**src/verilog/pdwk_defs.svh**
```systemverilog
// Purpose: Offsets, field positions, reset values and timing counts of the power-down control.
// Assumes: 32-bit APB data, one word per register.
// Notes:   Definitions only.
`ifndef PDWK_DEFS_SVH
`define PDWK_DEFS_SVH

`define PDWK_OFS_CTRL        12'h000
`define PDWK_OFS_PROT        12'h004
`define PDWK_OFS_STAT        12'h008

`define PDWK_BIT_WAIT_CORE   8
`define PDWK_BIT_SLEEP_EN    7
`define PDWK_BIT_WU_FLAG     6
`define PDWK_BIT_WU_IRQ_EN   5
`define PDWK_BIT_WU_DLY_EN   4
`define PDWK_BIT_LF_RC       3
`define PDWK_BIT_HS_RC       2
`define PDWK_BIT_WATCH_XTL   1
`define PDWK_BIT_MAIN_XTL    0

`define PDWK_RST_CTRL        9'h01c

`define PDWK_UNLOCK_B0       8'h59
`define PDWK_UNLOCK_B1       8'h16
`define PDWK_UNLOCK_B2       8'h88

`define PDWK_CFG_SRC_XTL     3'h0

`define PDWK_DLY_XTL_CYC     13'd4096
`define PDWK_DLY_RC_CYC      13'd256

`endif

```
**src/verilog/pdwk_pkg.sv**
```systemverilog
// Purpose: Types shared by the power-down control block.
// Assumes: Nothing beyond the header of constants.
// Notes:   Its only numbers are the state and lock encodings.
package pdwk_pkg;

    typedef enum logic [1:0] {
        PDWK_ST_RUN   = 2'b00,
        PDWK_ST_DOWN  = 2'b01,
        PDWK_ST_WAKE  = 2'b10
    } pdwk_state_t;

    typedef enum logic [1:0] {
        PDWK_LK_LOCKED = 2'b00,
        PDWK_LK_GOT1   = 2'b01,
        PDWK_LK_GOT2   = 2'b10,
        PDWK_LK_OPEN   = 2'b11
    } pdwk_lock_t;

    typedef struct packed {
        logic        psel;
        logic        penable;
        logic        pwrite;
        logic [11:0] paddr;
        logic [31:0] pwdata;
    } pdwk_apb_req_t;

    typedef struct packed {
        logic        cpu_clk_en;
        logic        sys_clk_en;
        logic        pll_en;
        logic        main_xtl_en;
        logic        hs_rc_en;
        logic        watch_xtl_en;
        logic        lf_rc_en;
    } pdwk_clk_ctl_t;

endpackage

```
**src/verilog/pdwk_power_ctrl.sv**
```systemverilog
// Purpose: Power-down entry, wake-up flag, wake delay and oscillator enables, over APB.
// Assumes: Wake events and core sleep are synchronous to sys_clk; count enables are pulses.
// Notes:   Control word at 0x000, unlock byte at 0x004, state at 0x008.
`timescale 1ns/1ps
`default_nettype none
`include "pdwk_defs.svh"

// Summary of operation
// - Read of sleep enable shows pending or active power-down; zero when running or idle.
// - Any wake event during power-down sets the wake flag, bit 6.
// - Writing one to the wake flag clears it; writing zero leaves it.
// - Wake interrupt is high while wake flag and its enable, bit 5, are high.
// - Bit 4 enables holding the system clock for a delay after wake-up.
// - Delay is 4096 cycles on the main crystal, 256 on the fast oscillator.
// - Bit 3 runs or stops the low-frequency oscillator.
// - Bit 2 runs or stops the high-speed oscillator.
// - Bit 1 enables or disables the watch crystal.
// - Bit 0 enables main crystal; reset value from configuration, forced for crystal source.
// - Sleep enable and wait bit clear: core sleep stops only the core clock.
// - Sleep enable set, wait bit clear: power down at once, low-frequency sources run.
// - Sleep enable and wait bit set: power down once the core sleeps.
// - Enable bits and wait bit accept writes only while protection is unlocked.
// - Sleep enable clears itself on wake-up.
// - Power-down stops main crystal, fast oscillator, PLL and system clock.
module pdwk_power_ctrl
    import pdwk_pkg::*;
(
    // Clock and reset.
    input  wire logic          sys_clk,
    input  wire logic          arst_n,
    // APB slave.
    input  wire pdwk_pkg::pdwk_apb_req_t apb_req,
    output logic [31:0]        prdata,
    output logic               pready,
    output logic               pslverr,
    // Core and wake sources.
    input  wire logic          core_sleep,
    input  wire logic [7:0]    wake_events,
    // Configuration and clock source.
    input  wire logic [2:0]    user_cfg_clk_src,
    input  wire logic          sys_on_main_xtl,
    input  wire logic          xtl_cycle_en,
    input  wire logic          rc_cycle_en,
    // Clock controls and interrupt.
    output pdwk_pkg::pdwk_clk_ctl_t clk_ctl,
    output logic               wakeup_irq
);
    import pdwk_pkg::*;

    ////////////////////////////////////////////////////////////////////////////
    typedef struct packed {
        pdwk_state_t state;
        pdwk_lock_t  lock;
        logic        strap_done;
        logic        wait_for_core_sleep;
        logic        sleep_request_enable;
        logic        wakeup_status_flag;
        logic        wakeup_irq_enable;
        logic        wakeup_delay_enable;
        logic        low_freq_rc_enable;
        logic        high_speed_rc_enable;
        logic        watch_crystal_enable;
        logic        main_crystal_enable;
        logic [31:0] rdata;
    } pdwk_st_t;

    pdwk_st_t s_q;
    pdwk_st_t s_d;

    logic        wr_acc;
    logic        rd_acc;
    logic        hit_ctrl;
    logic        hit_prot;
    logic        hit_stat;
    logic        dly_start;
    logic        dly_busy;
    logic        dly_done;
    logic        dly_tick;
    logic [12:0] dly_term;
    logic        enter_down;
    logic        wake;
    logic [31:0] ctrl_word;

    assign wr_acc   = apb_req.psel && apb_req.penable && apb_req.pwrite;
    assign rd_acc   = apb_req.psel && !apb_req.penable && !apb_req.pwrite;
    assign hit_ctrl = apb_req.paddr == `PDWK_OFS_CTRL;
    assign hit_prot = apb_req.paddr == `PDWK_OFS_PROT;
    assign hit_stat = apb_req.paddr == `PDWK_OFS_STAT;
    assign pready   = 1'b1;
    assign pslverr  = apb_req.psel && apb_req.penable && !(hit_ctrl || hit_prot || hit_stat);

    // Power-down entry follows the mode table.
    assign enter_down = s_q.sleep_request_enable && (!s_q.wait_for_core_sleep || core_sleep);
    assign wake       = |wake_events;

    // Delay length depends on the source the system clock runs from.
    assign dly_term = sys_on_main_xtl ? `PDWK_DLY_XTL_CYC : `PDWK_DLY_RC_CYC;
    assign dly_tick = sys_on_main_xtl ? xtl_cycle_en : rc_cycle_en;
    assign dly_start = (s_q.state == PDWK_ST_DOWN) && wake && s_q.wakeup_delay_enable;

    assign ctrl_word = {23'h000000, s_q.wait_for_core_sleep,
                        (s_q.sleep_request_enable || s_q.state == PDWK_ST_DOWN),
                        s_q.wakeup_status_flag, s_q.wakeup_irq_enable, s_q.wakeup_delay_enable,
                        s_q.low_freq_rc_enable, s_q.high_speed_rc_enable,
                        s_q.watch_crystal_enable, s_q.main_crystal_enable};

    pdwk_delay_counter u_delay (
        .sys_clk  (sys_clk),
        .arst_n   (arst_n),
        .start    (dly_start),
        .count_en (dly_tick),
        .terminal (dly_term),
        .busy     (dly_busy),
        .done     (dly_done)
    );

    ////////////////////////////////////////////////////////////////////////////
    always_comb
    begin
        s_d = s_q;
        // Catch the configured crystal default once, after reset release.
        if (!s_q.strap_done)
        begin
            s_d.strap_done          = 1'b1;
            s_d.main_crystal_enable = (user_cfg_clk_src == `PDWK_CFG_SRC_XTL);
        end
        if (rd_acc)
        begin
            if (hit_ctrl)
                s_d.rdata = ctrl_word;
            else if (hit_prot)
                s_d.rdata = {31'h00000000, s_q.lock == PDWK_LK_OPEN};
            else if (hit_stat)
                s_d.rdata = {30'h00000000, s_q.state};
            else
                s_d.rdata = 32'h00000000;
        end
        if (wr_acc && hit_prot)
        begin
            case (s_q.lock)
                PDWK_LK_LOCKED: s_d.lock = (apb_req.pwdata[7:0] == `PDWK_UNLOCK_B0)
                                         ? PDWK_LK_GOT1 : PDWK_LK_LOCKED;
                PDWK_LK_GOT1:   s_d.lock = (apb_req.pwdata[7:0] == `PDWK_UNLOCK_B1)
                                         ? PDWK_LK_GOT2 : PDWK_LK_LOCKED;
                PDWK_LK_GOT2:   s_d.lock = (apb_req.pwdata[7:0] == `PDWK_UNLOCK_B2)
                                         ? PDWK_LK_OPEN : PDWK_LK_LOCKED;
                default:        s_d.lock = PDWK_LK_LOCKED;
            endcase
        end
        if (wr_acc && hit_ctrl)
        begin
            if (apb_req.pwdata[`PDWK_BIT_WU_FLAG])
                s_d.wakeup_status_flag = 1'b0;
            if (s_q.lock == PDWK_LK_OPEN)
            begin
                s_d.wait_for_core_sleep  = apb_req.pwdata[`PDWK_BIT_WAIT_CORE];
                s_d.sleep_request_enable = apb_req.pwdata[`PDWK_BIT_SLEEP_EN];
                s_d.wakeup_irq_enable    = apb_req.pwdata[`PDWK_BIT_WU_IRQ_EN];
                s_d.wakeup_delay_enable  = apb_req.pwdata[`PDWK_BIT_WU_DLY_EN];
                s_d.low_freq_rc_enable   = apb_req.pwdata[`PDWK_BIT_LF_RC];
                s_d.high_speed_rc_enable = apb_req.pwdata[`PDWK_BIT_HS_RC];
                s_d.watch_crystal_enable = apb_req.pwdata[`PDWK_BIT_WATCH_XTL];
                s_d.main_crystal_enable  = apb_req.pwdata[`PDWK_BIT_MAIN_XTL]
                    || (user_cfg_clk_src == `PDWK_CFG_SRC_XTL);
            end
        end
        case (s_q.state)
            PDWK_ST_RUN:
            begin
                if (enter_down)
                    s_d.state = PDWK_ST_DOWN;
            end
            PDWK_ST_DOWN:
            begin
                if (wake)
                begin
                    s_d.wakeup_status_flag   = 1'b1;
                    s_d.sleep_request_enable = 1'b0;
                    s_d.state = s_q.wakeup_delay_enable ? PDWK_ST_WAKE : PDWK_ST_RUN;
                end
            end
            PDWK_ST_WAKE:
            begin
                if (dly_done)
                    s_d.state = PDWK_ST_RUN;
            end
            default:
                s_d.state = PDWK_ST_RUN;
        endcase
    end

    always_ff @(posedge sys_clk or negedge arst_n)
    begin
        if (!arst_n)
        begin
            s_q      <= '0;
            s_q.lock <= PDWK_LK_LOCKED;
            {s_q.wait_for_core_sleep, s_q.sleep_request_enable, s_q.wakeup_status_flag,
             s_q.wakeup_irq_enable, s_q.wakeup_delay_enable, s_q.low_freq_rc_enable,
             s_q.high_speed_rc_enable, s_q.watch_crystal_enable,
             s_q.main_crystal_enable} <= `PDWK_RST_CTRL;
        end
        else
        begin
            s_q <= s_d;
        end
    end

    ////////////////////////////////////////////////////////////////////////////
    assign prdata     = s_q.rdata;
    assign wakeup_irq = s_q.wakeup_status_flag && s_q.wakeup_irq_enable;

    always_comb
    begin
        clk_ctl.lf_rc_en     = s_q.low_freq_rc_enable;
        clk_ctl.watch_xtl_en = s_q.watch_crystal_enable;
        clk_ctl.main_xtl_en  = s_q.main_crystal_enable && s_q.state != PDWK_ST_DOWN;
        clk_ctl.hs_rc_en     = s_q.high_speed_rc_enable && s_q.state != PDWK_ST_DOWN;
        clk_ctl.pll_en       = s_q.state != PDWK_ST_DOWN;
        clk_ctl.sys_clk_en   = s_q.state == PDWK_ST_RUN;
        // Idle: core sleeping without a power-down request stops only the core clock.
        clk_ctl.cpu_clk_en   = s_q.state == PDWK_ST_RUN
                               && !(core_sleep && !s_q.sleep_request_enable);
    end

    ////////////////////////////////////////////////////////////////////////////
    a_wake_sets_flag: assert property (@(posedge sys_clk) disable iff (!arst_n)
        s_q.state == PDWK_ST_DOWN && wake |=> s_q.wakeup_status_flag)
        else $error("wake did not set flag");
    a_w1c_clears_flag: assert property (@(posedge sys_clk) disable iff (!arst_n)
        wr_acc && hit_ctrl && apb_req.pwdata[6] && s_q.state != PDWK_ST_DOWN
        |=> !s_q.wakeup_status_flag)
        else $error("flag not cleared by write one");
    a_irq_tracks_flag: assert property (@(posedge sys_clk) disable iff (!arst_n)
        wakeup_irq == (s_q.wakeup_status_flag && s_q.wakeup_irq_enable))
        else $error("irq mismatch");
    a_locked_no_write: assert property (@(posedge sys_clk) disable iff (!arst_n)
        wr_acc && hit_ctrl && s_q.lock != PDWK_LK_OPEN && s_q.state == PDWK_ST_RUN
        |=> $stable(s_q.low_freq_rc_enable) && $stable(s_q.wakeup_irq_enable))
        else $error("protected bit written while locked");
    a_down_at_once: assert property (@(posedge sys_clk) disable iff (!arst_n)
        s_q.state == PDWK_ST_RUN && s_q.sleep_request_enable && !s_q.wait_for_core_sleep
        |=> s_q.state == PDWK_ST_DOWN)
        else $error("power-down not entered");
    a_wait_core: assert property (@(posedge sys_clk) disable iff (!arst_n)
        s_q.state == PDWK_ST_RUN && s_q.wait_for_core_sleep && !core_sleep
        |=> s_q.state == PDWK_ST_RUN)
        else $error("entered power-down before core sleep");
    a_wake_clears_en: assert property (@(posedge sys_clk) disable iff (!arst_n)
        s_q.state == PDWK_ST_DOWN && wake |=> !s_q.sleep_request_enable)
        else $error("sleep enable not cleared on wake");
    a_down_stops_fast: assert property (@(posedge sys_clk) disable iff (!arst_n)
        s_q.state == PDWK_ST_DOWN |-> !clk_ctl.main_xtl_en && !clk_ctl.hs_rc_en
        && !clk_ctl.pll_en && !clk_ctl.sys_clk_en)
        else $error("fast clocks running in power-down");
    a_read_enable: assert property (@(posedge sys_clk) disable iff (!arst_n)
        s_q.state == PDWK_ST_DOWN |-> ctrl_word[7])
        else $error("sleep enable reads zero in power-down");
    a_delay_gates: assert property (@(posedge sys_clk) disable iff (!arst_n)
        s_q.state == PDWK_ST_WAKE |-> !clk_ctl.sys_clk_en)
        else $error("system clock released during delay");

    c_enter_down: cover property (@(posedge sys_clk) disable iff (!arst_n)
        s_q.state == PDWK_ST_RUN ##1 s_q.state == PDWK_ST_DOWN);
    c_wake_delay: cover property (@(posedge sys_clk) disable iff (!arst_n)
        s_q.state == PDWK_ST_WAKE ##1 s_q.state == PDWK_ST_RUN);
    c_unlock: cover property (@(posedge sys_clk) disable iff (!arst_n)
        s_q.lock == PDWK_LK_OPEN);
    c_irq: cover property (@(posedge sys_clk) disable iff (!arst_n) wakeup_irq);
endmodule
`default_nettype wire

```
**src/verilog/pdwk_delay_counter.sv**
```systemverilog
// Purpose: Wake-up stabilisation counter for the power-down control.
// Assumes: start is a one-cycle pulse; count_en marks cycles of the selected source.
// Notes:   done pulses for one cycle when the terminal count is reached.
`timescale 1ns/1ps
`default_nettype none
module pdwk_delay_counter
    import pdwk_pkg::*;
(
    // Clock and reset.
    input  wire logic        sys_clk,
    input  wire logic        arst_n,
    // Control.
    input  wire logic        start,
    input  wire logic        count_en,
    input  wire logic [12:0] terminal,
    // Status.
    output logic             busy,
    output logic             done
);
    typedef struct packed {
        logic        busy;
        logic        done;
        logic [12:0] cnt;
    } pdwk_dly_st_t;

    pdwk_dly_st_t s_q;
    pdwk_dly_st_t s_d;

    always_comb
    begin
        s_d      = s_q;
        s_d.done = 1'b0;
        if (start)
        begin
            s_d.busy = 1'b1;
            s_d.cnt  = 13'h0000;
        end
        else if (s_q.busy && count_en)
        begin
            if (s_q.cnt == terminal - 13'h0001)
            begin
                s_d.busy = 1'b0;
                s_d.done = 1'b1;
            end
            s_d.cnt = s_q.cnt + 13'h0001;
        end
    end

    always_ff @(posedge sys_clk or negedge arst_n)
    begin
        if (!arst_n)
            s_q <= '0;
        else
            s_q <= s_d;
    end

    assign busy = s_q.busy;
    assign done = s_q.done;

    a_dly_start_busy: assert property (@(posedge sys_clk) disable iff (!arst_n)
        start |=> busy && !done) else $error("delay counter not busy after start");
endmodule
`default_nettype wire

```
**config.mk**
```make
export PLATFORM = sky130hd
export DESIGN_NAME = pdwk_power_ctrl
export DESIGN_NICKNAME = d
export VERILOG_FILES = /design/src/verilog/pdwk_pkg.sv /design/src/verilog/pdwk_power_ctrl.sv /design/src/verilog/pdwk_delay_counter.sv
export VERILOG_INCLUDE_DIRS = /design/src /design/src/verilog
export SDC_FILE = /design/constraint.sdc
export NUM_CORES = 1
export LEC_CHECK = 0
export BUFFER_PORTS_ARGS = -buffer_cell sky130_fd_sc_hd__buf_2
export CAP_MARGIN = 20
export CORE_MARGIN = 2
export CORE_UTILIZATION = 35
export DETAILED_ROUTE_END_ITERATION = 7
export GPL_TIMING_DRIVEN = 1
export PLACE_DENSITY_LB_ADDON = 0.3
export SETUP_SLACK_MARGIN = 0.4
export SLEW_MARGIN = 20
export SYNTH_ARGS = -nofsm -noshare
export SYNTH_HDL_FRONTEND = slang
export SYNTH_SLANG_ARGS = --single-unit
```
**constraint.sdc**
```tcl
create_clock -name sys_clk -period 2 [get_ports sys_clk]
set_input_delay 0.4 -clock sys_clk [delete_from_list [all_inputs] [get_ports sys_clk]]
set_output_delay 0.4 -clock sys_clk [all_outputs]
set_load 0.01 [all_outputs]
```
==> reports/summary.txt, run 1 <==
DRT Pass-1 Iters: 4
Top cells by count, synth: buf_4 (36), dfrtp_1 (35), nor2_1 (18), nand2_1 (16), nand3_1 (9)
Vias in the first global route: 1550
Average size of a mapped cell: 9.93 µm²
Placed cell area: 0.00249 mm²
TritonCTS Buffers: 5
Synth warn: 0
Sequential Power Share: 45.8%
WL final: 4.64 mm
Post-synthesis mux area share: 7.80%
Combinational share of power: 14.7%
Status: finished, violations left
Clock sinks: 38
Sw Share: 26.5%
Post-synth top area cell: dfrtp_1
RSZ-0062 raised after global routing: true
Yosys reg bits: 38
Height of the die: 83.5 µm
Count leader, synth: buf_4
Synth top area share: 39.5%
# hold bufs at CTS: 0
Reg clk slew, reported paths: 0.08 ns
Synth Area in Compound Gates: 8.02%
GRT overflow: 0
Pin count of the biggest net entering global routing: 39
Rows: 28
Seq/Total Area, Yosys: 43.1%
Io pins: 106
Asr flop ratio synth: 100%
DR WL/cell: 12.7 µm
Initial drt markers: 97
Clock power share: 39.5%
Clk_lat worst skew: 0.30 ns
PD cells: 720 mW/mm²
Internal power: 1460 µW
DP Worst Slack: -0.362 ns
Cells after Synth: 223
CTS tree: built
Critical Path RT: 2.19 ns
Die ar.: 0.00698 mm²
First-pass GRT wire length: 7.56 mm
Clock Skew: 0.0103 ns
Max-slew violations: 0
Worst hold margin: 0.133 ns
Antenna Cells: 0
Routed via count: 1768
Minimum clock period: 2.01 ns
CP Class: primary input to flop
Critical Path End Type: flop
Max Cap Viol: 0
Setup TNS: -0.0177 ns
Post-Synth Adder-Cell Area: 0.565%
Max Root-Sink Buffers: 2
Placed Cells: 351
Synth Area in XOR/XNOR: 4.35%
Max FO, Critical Path: 5
CTS H-tree depth: 2
Crit path launch type: primary input
Setup violations, final: 3
DP Wirelength: 3.54 mm
Final worst-path cycle share: 101%
Layout cell share with drive strength beyond 1: 40.0%
FMAX: 497 MHz
Via-to-Cell Ratio: 4.84
Type of the worst min-delay path: primary input to async pin
Final Hold Viols: 0
LEAKAGE: 0.00137 µW
Ys flop type: dfrtp_1
GP Congestion: 0.804
Design area: 0.00277 mm²
EDFF count, synth: 0
Layout Nets: 354
Fin cells: 365
Net switching power: 528 µW
Simple-gate share of the synthesized area: 21.9%
# DRC: 0
CORE AREA: 0.00603 mm²
Failing checks: negative setup slack
Routed Antenna Nets: 0
Peak supply drop: 0.000341 V
Fin worst setup slack: -0.0127 ns
WP data arrival: 2.20 ns
Port-buffer cells: 58
Initial antenna violation count: 0
Total GRT Usage: 13.3%
Largest family of logic cells by synthesized area: simple AND/OR/NAND/NOR gates
DIE WIDTH: 83.5 µm
Synth top area cells: dfrtp_1 (40%), buf_4 (12%), mux2_4 (4.1%)
Synth cell types: 44
Layout area overhead: 25.0%
Clock root buffer master: clkbuf_8
Initial core utilization: 36.8%
Cell area after synthesis: 0.00221 mm²
==> through the flow <==
step | total power [µW] | utilization (%)
2_1_floorplan | 1110 | -
3_3_place_gp | 1190 | 41.3
3_5_place_dp | 1200 | 41.3
4_1_cts | 1990 | 44.5
5_1_grt | 2090 | 45.9
6_report | 1990 | 45.9
==> what timing repair did <==
action,in CTS,in global routing
gates cloned,0,0
hold endpoints to repair,0,0
pin swaps,2,6
resized for setup,11,15
endpoints found under the setup margin,23,26
setup buffers,3,3
==> sequential cells by signal, summed over array words and instances, names as in the netlist <==
name / count
prdata: 9
u_delay.done: 1
u_delay.busy: 1
s_q: 6
u_delay.s_q: 13
clk_ctl: 2
ctrl_word: 6
==> power by group through the flow <==
stage	sequential (µW)	combinational, µW	clock (µW)
final	912	292	787
after global routing	923	334	835
after CTS	905	284	804
after detailed placement	919	281	0
after global placement	918	276	0
after floorplan	902	210	0
==> cells by family (layout without fill, tap and decap cells) <==
group | Yosys count | after routing
AOI/OAI and AO/OA | 25 | 25
xor gates and xnor gates | 11 | 11
adders and majority gates | 1 | 1
buffers and inverters | 44 | 88
DFF | 38 | 38
muxes | 14 | 14
other | 2 | 25
and+or+nand+nor | 88 | 88
==> area by class of cell <==
class / instances / area [µm²]
fill: 581 / 3260
multi-input combinational: 164 / 1110
sequential: 38 / 957
timing repair buffer: 76 / 455
tap: 75 / 93.8
clock buffer: 5 / 68.8
clock inverter: 3 / 68.8
inverter: 4 / 15.0
==> worst max-delay path: stages <==
cell and delay, ns:
buf_6 0.09, or4_4 0.54, or4_4 0.50, or2_4 0.25
buf_6 0.14, mux2_4 0.28
==> path summary, 6_finish.rpt <==
path	from	endpoint	slack (ns)	cells past startpoint
worst max-delay path	apb_req[41]	clk_ctl[1]	-0.01	6
worst min-delay path	arst_n	u_delay.s_q[1]	0.13	2
worst max register to register	u_delay.s_q[0]	u_delay.s_q[11]	0.45	4
worst min register to register	prdata[1]	prdata[1]	0.50	2
max in group asynchronous	arst_n	s_q[45]	1.49	2
min in group sys_clk	apb_req[8]	ctrl_word[8]	0.34	2
==> routing by layer <==
| metal | routed length [µm] | vias to the layer above | track usage (%) |
|---|---|---|---|
| met4 | 76 | 0 | 5.43 |
| li1 | - | 858 | - |
| met3 | 221 | 7 | 2.57 |
| met2 | 2140 | 55 | 19.9 |
| met1 | 2210 | 848 | 18.9 |
| met5 | 0 | - | 0 |
==> placed cells by master (no fill, tap or decap), drive strengths merged, types with 2 or more instances in the layout <==
master  netlist  final
and2          6      6
a22o          8      8
inv           4      4
mux2i         6      6
nor2         18     18
mux2          8      8
clkbuf        3      5
nor4          7      7
o31ai         2      2
a21o          3      3
nand4         5      5
dfrtp        35     35
nand2        16     16
conb          2     25
o21ai         4      4
dfstp         3      3
buf          37     76
or2           2      2
or4           4      4
nor4b         2      2
xnor2         6      6
bufinv        0      2
or3           2      2
nand3         9      9
nor3          5      5
nand2b        2      2
and3          3      3
a21oi         4      4
xor2          5      5
and4b         2      2
Note: power is estimated with default switching activity, not from simulation.
==> run 2, diff against run 1 <==
Settings changed: RECOVER_POWER set to 50, TNS_END_PERCENT set to 1.
==> reports/summary.txt, run 2 (synthesis gave the netlist of run 1 again) <==
Status: complete, no violations
Final core utilization: 42.7%
TritonCTS Buffers: 5
Io pins: 106
CTS H-tree depth: 2
Register area: 955 µm²
Critical Path End Type: flop
Crit path cell chain: buf_2, or4_4, or4_4, or2_4, mux2_4
Most used cell, CP: or4_4
Multi-input logic area: 0.00105 mm²
CORE AREA: 0.00603 mm²
# hold bufs at CTS: 0
Worst Tran Pin Value: 0.946 ns
Combinational share of power: 16.0%
CP bufs+invs: 1
Final Hold Viols: 0
Type of the worst min-delay path: primary input to async pin
Layout Nets: 347
Initial drt markers: 87
Slowest CP cell: or4_4
Slew headroom: 36.9%
Internal power: 1230 µW
Max reg flops: 13
GP Congestion: 0.826
Layout cell share with drive strength beyond 1: 31.4%
Layout area overhead: 16.2%
Vias in the first global route: 1590
First-pass GRT wire length: 7.65 mm
Critical Path RT: 2.18 ns
Clock power share: 31.8%
WP data arrival: 2.15 ns
CP delay by family, top: simple AND/OR/NAND/NOR gates
Antenna Cells: 0
FMAX: 507 MHz
PD cells: 674 mW/mm²
CP Class: primary input to flop
Sw Share: 28.8%
Crit path launch type: primary input
Routed Antenna Nets: 0
Total GRT Usage: 13.3%
Die ar.: 0.00698 mm²
Port-buffer cells: 58
DIE WIDTH: 83.5 µm
CTS tree: built
Minimum clock period: 1.97 ns
Clk_lat worst skew: 0.29 ns
Reg clk slew, reported paths: 0.08 ns
Setup violations, final: 0
LEAKAGE: 0.00126 µW
Clock Skew: 0.00605 ns
Max Root-Sink Buffers: 2
Max Cap Viol: 0
Crit-path max cell delay: 0.53 ns
Leading cell types in the layout, fill and taps excluded: buf_2 (51), dfrtp_1 (35), conb_1 (25), nor2_1 (17), nand2_1 (16)
Clock root buffer master: clkbuf_8
GRT overflow: 0
Initial antenna violation count: 0
Sequential Power Share: 52.1%
R2r worst-path depth: 4
Clock sinks: 38
Via-to-Cell Ratio: 4.68
WL final: 4.61 mm
Rows: 28
Initial core utilization: 36.8%
Routed via count: 1676
Max-slew violations: 0
# fillers: 625
Net switching power: 500 µW
DRT Pass-1 Iters: 4
Pin count of the biggest net entering global routing: 39
Post-CTS Setup Inserts: 0
RSZ-0062 raised after global routing: true
DP Wirelength: 3.56 mm
DR WL/cell: 12.9 µm
Height of the die: 83.5 µm
Max FO, Critical Path: 7
Tot Pwr: 1730 µW
Most flops, register: u_delay.s_q
Most common cell after layout, fill and taps aside: buf_2
Final worst-path cycle share: 98.6%
# DRC: 0
Peak supply drop: 0.000277 V
WP depth: 5
[run 2: changes by cell type in the layout (fill, tap and decap cells not counted), sizes merged]
cell and change:
clkbuf +9, buf -15, bufinv -2, clkinvlp +1
[run 2: power groups by stage]
stage               combinational (µW)  clock [µW]  sequential (µW)
floorplan                          210           0              902
global placement                   277           0              917
detailed placement                 278           0              920
CTS                                281         568              904
global route                       323         603              919
finish                             278         552              904
[run 2: worst paths after layout]
check                                from              to  slack [ns]
max                           apb_req[41]      clk_ctl[1]        0.03
min                                arst_n  u_delay.s_q[1]        0.32
max reg2reg                u_delay.s_q[9]    u_delay.busy        0.42
min reg2reg                     prdata[0]       prdata[0]        0.50
max in group asynchronous          arst_n       prdata[4]        1.09
min in group sys_clk           apb_req[8]    ctrl_word[8]        0.36
[run 2: layout make-up]
class / instances / area share (%)
clock buffer: 6 / 3.21
clock inverter: 2 / 0.486
inverter: 4 / 0.584
multi-input combinational: 164 / 40.9
sequential: 38 / 37.1
tap: 75 / 3.65
timing repair buffer: 69 / 14.1
[run 2: stage by stage]
stage	hold WS (ns)	cells	instance area [µm²]	setup WS, ns	TNS (ns)
floorplan	0.104	246	2300	-0.237	-1.42
global placement	0.466	350	2470	-0.389	-4.11
detailed placement	0.472	350	2470	-0.422	-4.46
CTS	0.167	358	2580	0.0447	0
global route	0.357	358	2570	0.0167	0
finish	0.325	358	2570	0.0277	0
[run 2: worst reg2reg max path, stage by stage (launching register included)]
cell and delay (ns):
dfrtp_1 0.43, or3_1 0.36, o32ai_1 0.30, nand4b_1 0.18
a21o_1 0.21
[run 2: repair_timing]
item                       in CTS  in global routing
setup endpoints to repair      38                 39
resized for setup               2                  1
pin swaps                       1                  0
[run 2: metal layers]
| layer | global-route usage (%) | up-vias | part of all wire, % |
|---|---|---|---|
| met5 | 0 | - | 0 |
| met1 | 18.9 | 775 | 50 |
| met3 | 2.97 | 5 | 4.9 |
| li1 | - | 846 | - |
| met2 | 20.3 | 50 | 44 |
| met4 | 3.96 | 0 | 1.3 |
==> run 3, diff against run 2 <==
Settings changed: CORE_ASPECT_RATIO set to 2.
==> reports/summary.txt, run 3 (synthesis gave the netlist of run 1 again) <==
Setup violations, final: 0
WP data arrival: 2.13 ns
FMAX: 509 MHz
Total GRT Usage: 14.6%
Peak supply drop: 0.000451 V
Die ar.: 0.00702 mm²
Status: complete, no violations
Fin cells: 368
CTS H-tree depth: 2
Final Hold Viols: 0
RSZ-0062 raised after global routing: true
Clk_lat worst skew: 0.28 ns
First-pass GRT wire length: 7.73 mm
Crit path launch type: primary input
Clock sinks: 38
Design area: 0.00266 mm²
Layout cell share with drive strength beyond 1: 30.9%
Slew headroom: 38.7%
Type of the worst min-delay path: primary input to async pin
CP Class: primary input to flop
# DRC: 0
Antenna Cells: 0
Port-buffer cells: 58
Critical Path RT: 2.17 ns
WL final: 4.75 mm
Clock root buffer master: clkbuf_16
Tot Pwr: 2090 µW
Layout Nets: 346
DIE WIDTH: 60.2 µm
Placed cell area: 0.00248 mm²
R2r worst-path depth: 4
GP Congestion: 0.861
Max reg flops: 13
Setup TNS: 0 ns
Post-CTS Setup Inserts: 0
Max FO, Critical Path: 7
Most flops, register: u_delay.s_q
Vias in the first global route: 1648
GRT overflow: 0
Initial drt markers: 73
Clock Skew: 0.00303 ns
Height of the die: 116 µm
DRT Pass-1 Iters: 4
DR WL/cell: 12.9 µm
TritonCTS Buffers: 5
Pin count of the biggest net entering global routing: 39
Worst r2r dst: u_delay.s_q[11]
Leading cell types in the layout, fill and taps excluded: buf_2 (49), dfrtp_1 (35), conb_1 (25), nor2_1 (18), nand2_1 (16)
Max Cap Viol: 0
# hold bufs at CTS: 0
Rows: 41
PD cells: 788 mW/mm²
CORE AREA: 0.00621 mm²
Max-slew violations: 0
Layout area overhead: 19.9%
Via-to-Cell Ratio: 4.61
Worst Tran Pin Value: 0.920 ns
LEAKAGE: 0.00129 µW
Placed Cells: 360
Routed Antenna Nets: 0
Reg2Reg Setup Slack: 0.39 ns
Reg clk slew, reported paths: 0.06 ns
Minimum clock period: 1.97 ns
RR Startpoint: u_delay.busy
Final worst-path cycle share: 98.3%
DP Wirelength: 3.59 mm
Critical Path End Type: flop
Max Root-Sink Buffers: 2
Initial antenna violation count: 0
Io pins: 106
Initial core utilization: 35.7%
Routed via count: 1696
Most common cell after layout, fill and taps aside: buf_2
CTS tree: built
## run 3: power by group
group	internal (µW)	total, µW	switching (µW)
Combinational	128	288	160
Sequential	833	907	73.9
Clock	583	896	313
Total	1540	2090	547
## run 3: stage by stage
step | worst slack [ns] | utilization, % | hold slack [ns]
2_1_floorplan | -0.237 | - | 0.104
3_3_place_gp | -0.379 | 40.0 | 0.462
3_5_place_dp | -0.391 | 40.0 | 0.472
4_1_cts | 0.0340 | 42.8 | 0.174
5_1_grt | -0.00889 | 42.8 | 0.371
6_report | 0.0335 | 42.8 | 0.326
## run 3: worst max-delay path, cell delays in order
cell    delay (ns)
buf_6         0.09
or4_4         0.54
or4_4         0.50
or2_4         0.30
mux2_4        0.31
## run 3: layout make-up
| type | count | area, µm² |
|---|---|---|
| inverter | 4 | 15.0 |
| clock buffer | 5 | 125 |
| clock inverter | 3 | 40.0 |
| tap | 86 | 108 |
| timing repair buffer | 68 | 359 |
| fill | 619 | 3550 |
| sequential | 38 | 955 |
| multi-input combinational | 164 | 1050 |
## run 3: worst max path at each step
stage | from | endpoint | slack [ns] | depth (start not counted)
6_report | apb_req[42] | clk_ctl[1] | 0.03 | 5
5_1_grt | apb_req[40] | pslverr | -0.009 | 6
4_1_cts | apb_req[41] | clk_ctl[1] | 0.03 | 5
3_5_place_dp | apb_req[41] | ctrl_word[5] | -0.39 | 5
3_3_place_gp | apb_req[41] | clk_ctl[1] | -0.38 | 5
2_1_floorplan | apb_req[41] | clk_ctl[1] | -0.24 | 5
## run 3: what timing repair did
action,in CTS,in global routing
setup endpoints to repair,23,26
cloned,0,0
pin swaps,1,3
resized for setup,3,2
hold endpoints to repair,0,0
## run 3: per-layer routing
layer / vias up / track usage [%] / routed length, µm
li1: 842 / - / -
met1: 798 / 20.1 / 2170
met2: 49 / 22.0 / 2240
met3: 7 / 3.77 / 262
met4: 0 / 5.33 / 76
met5: - / 0 / 0
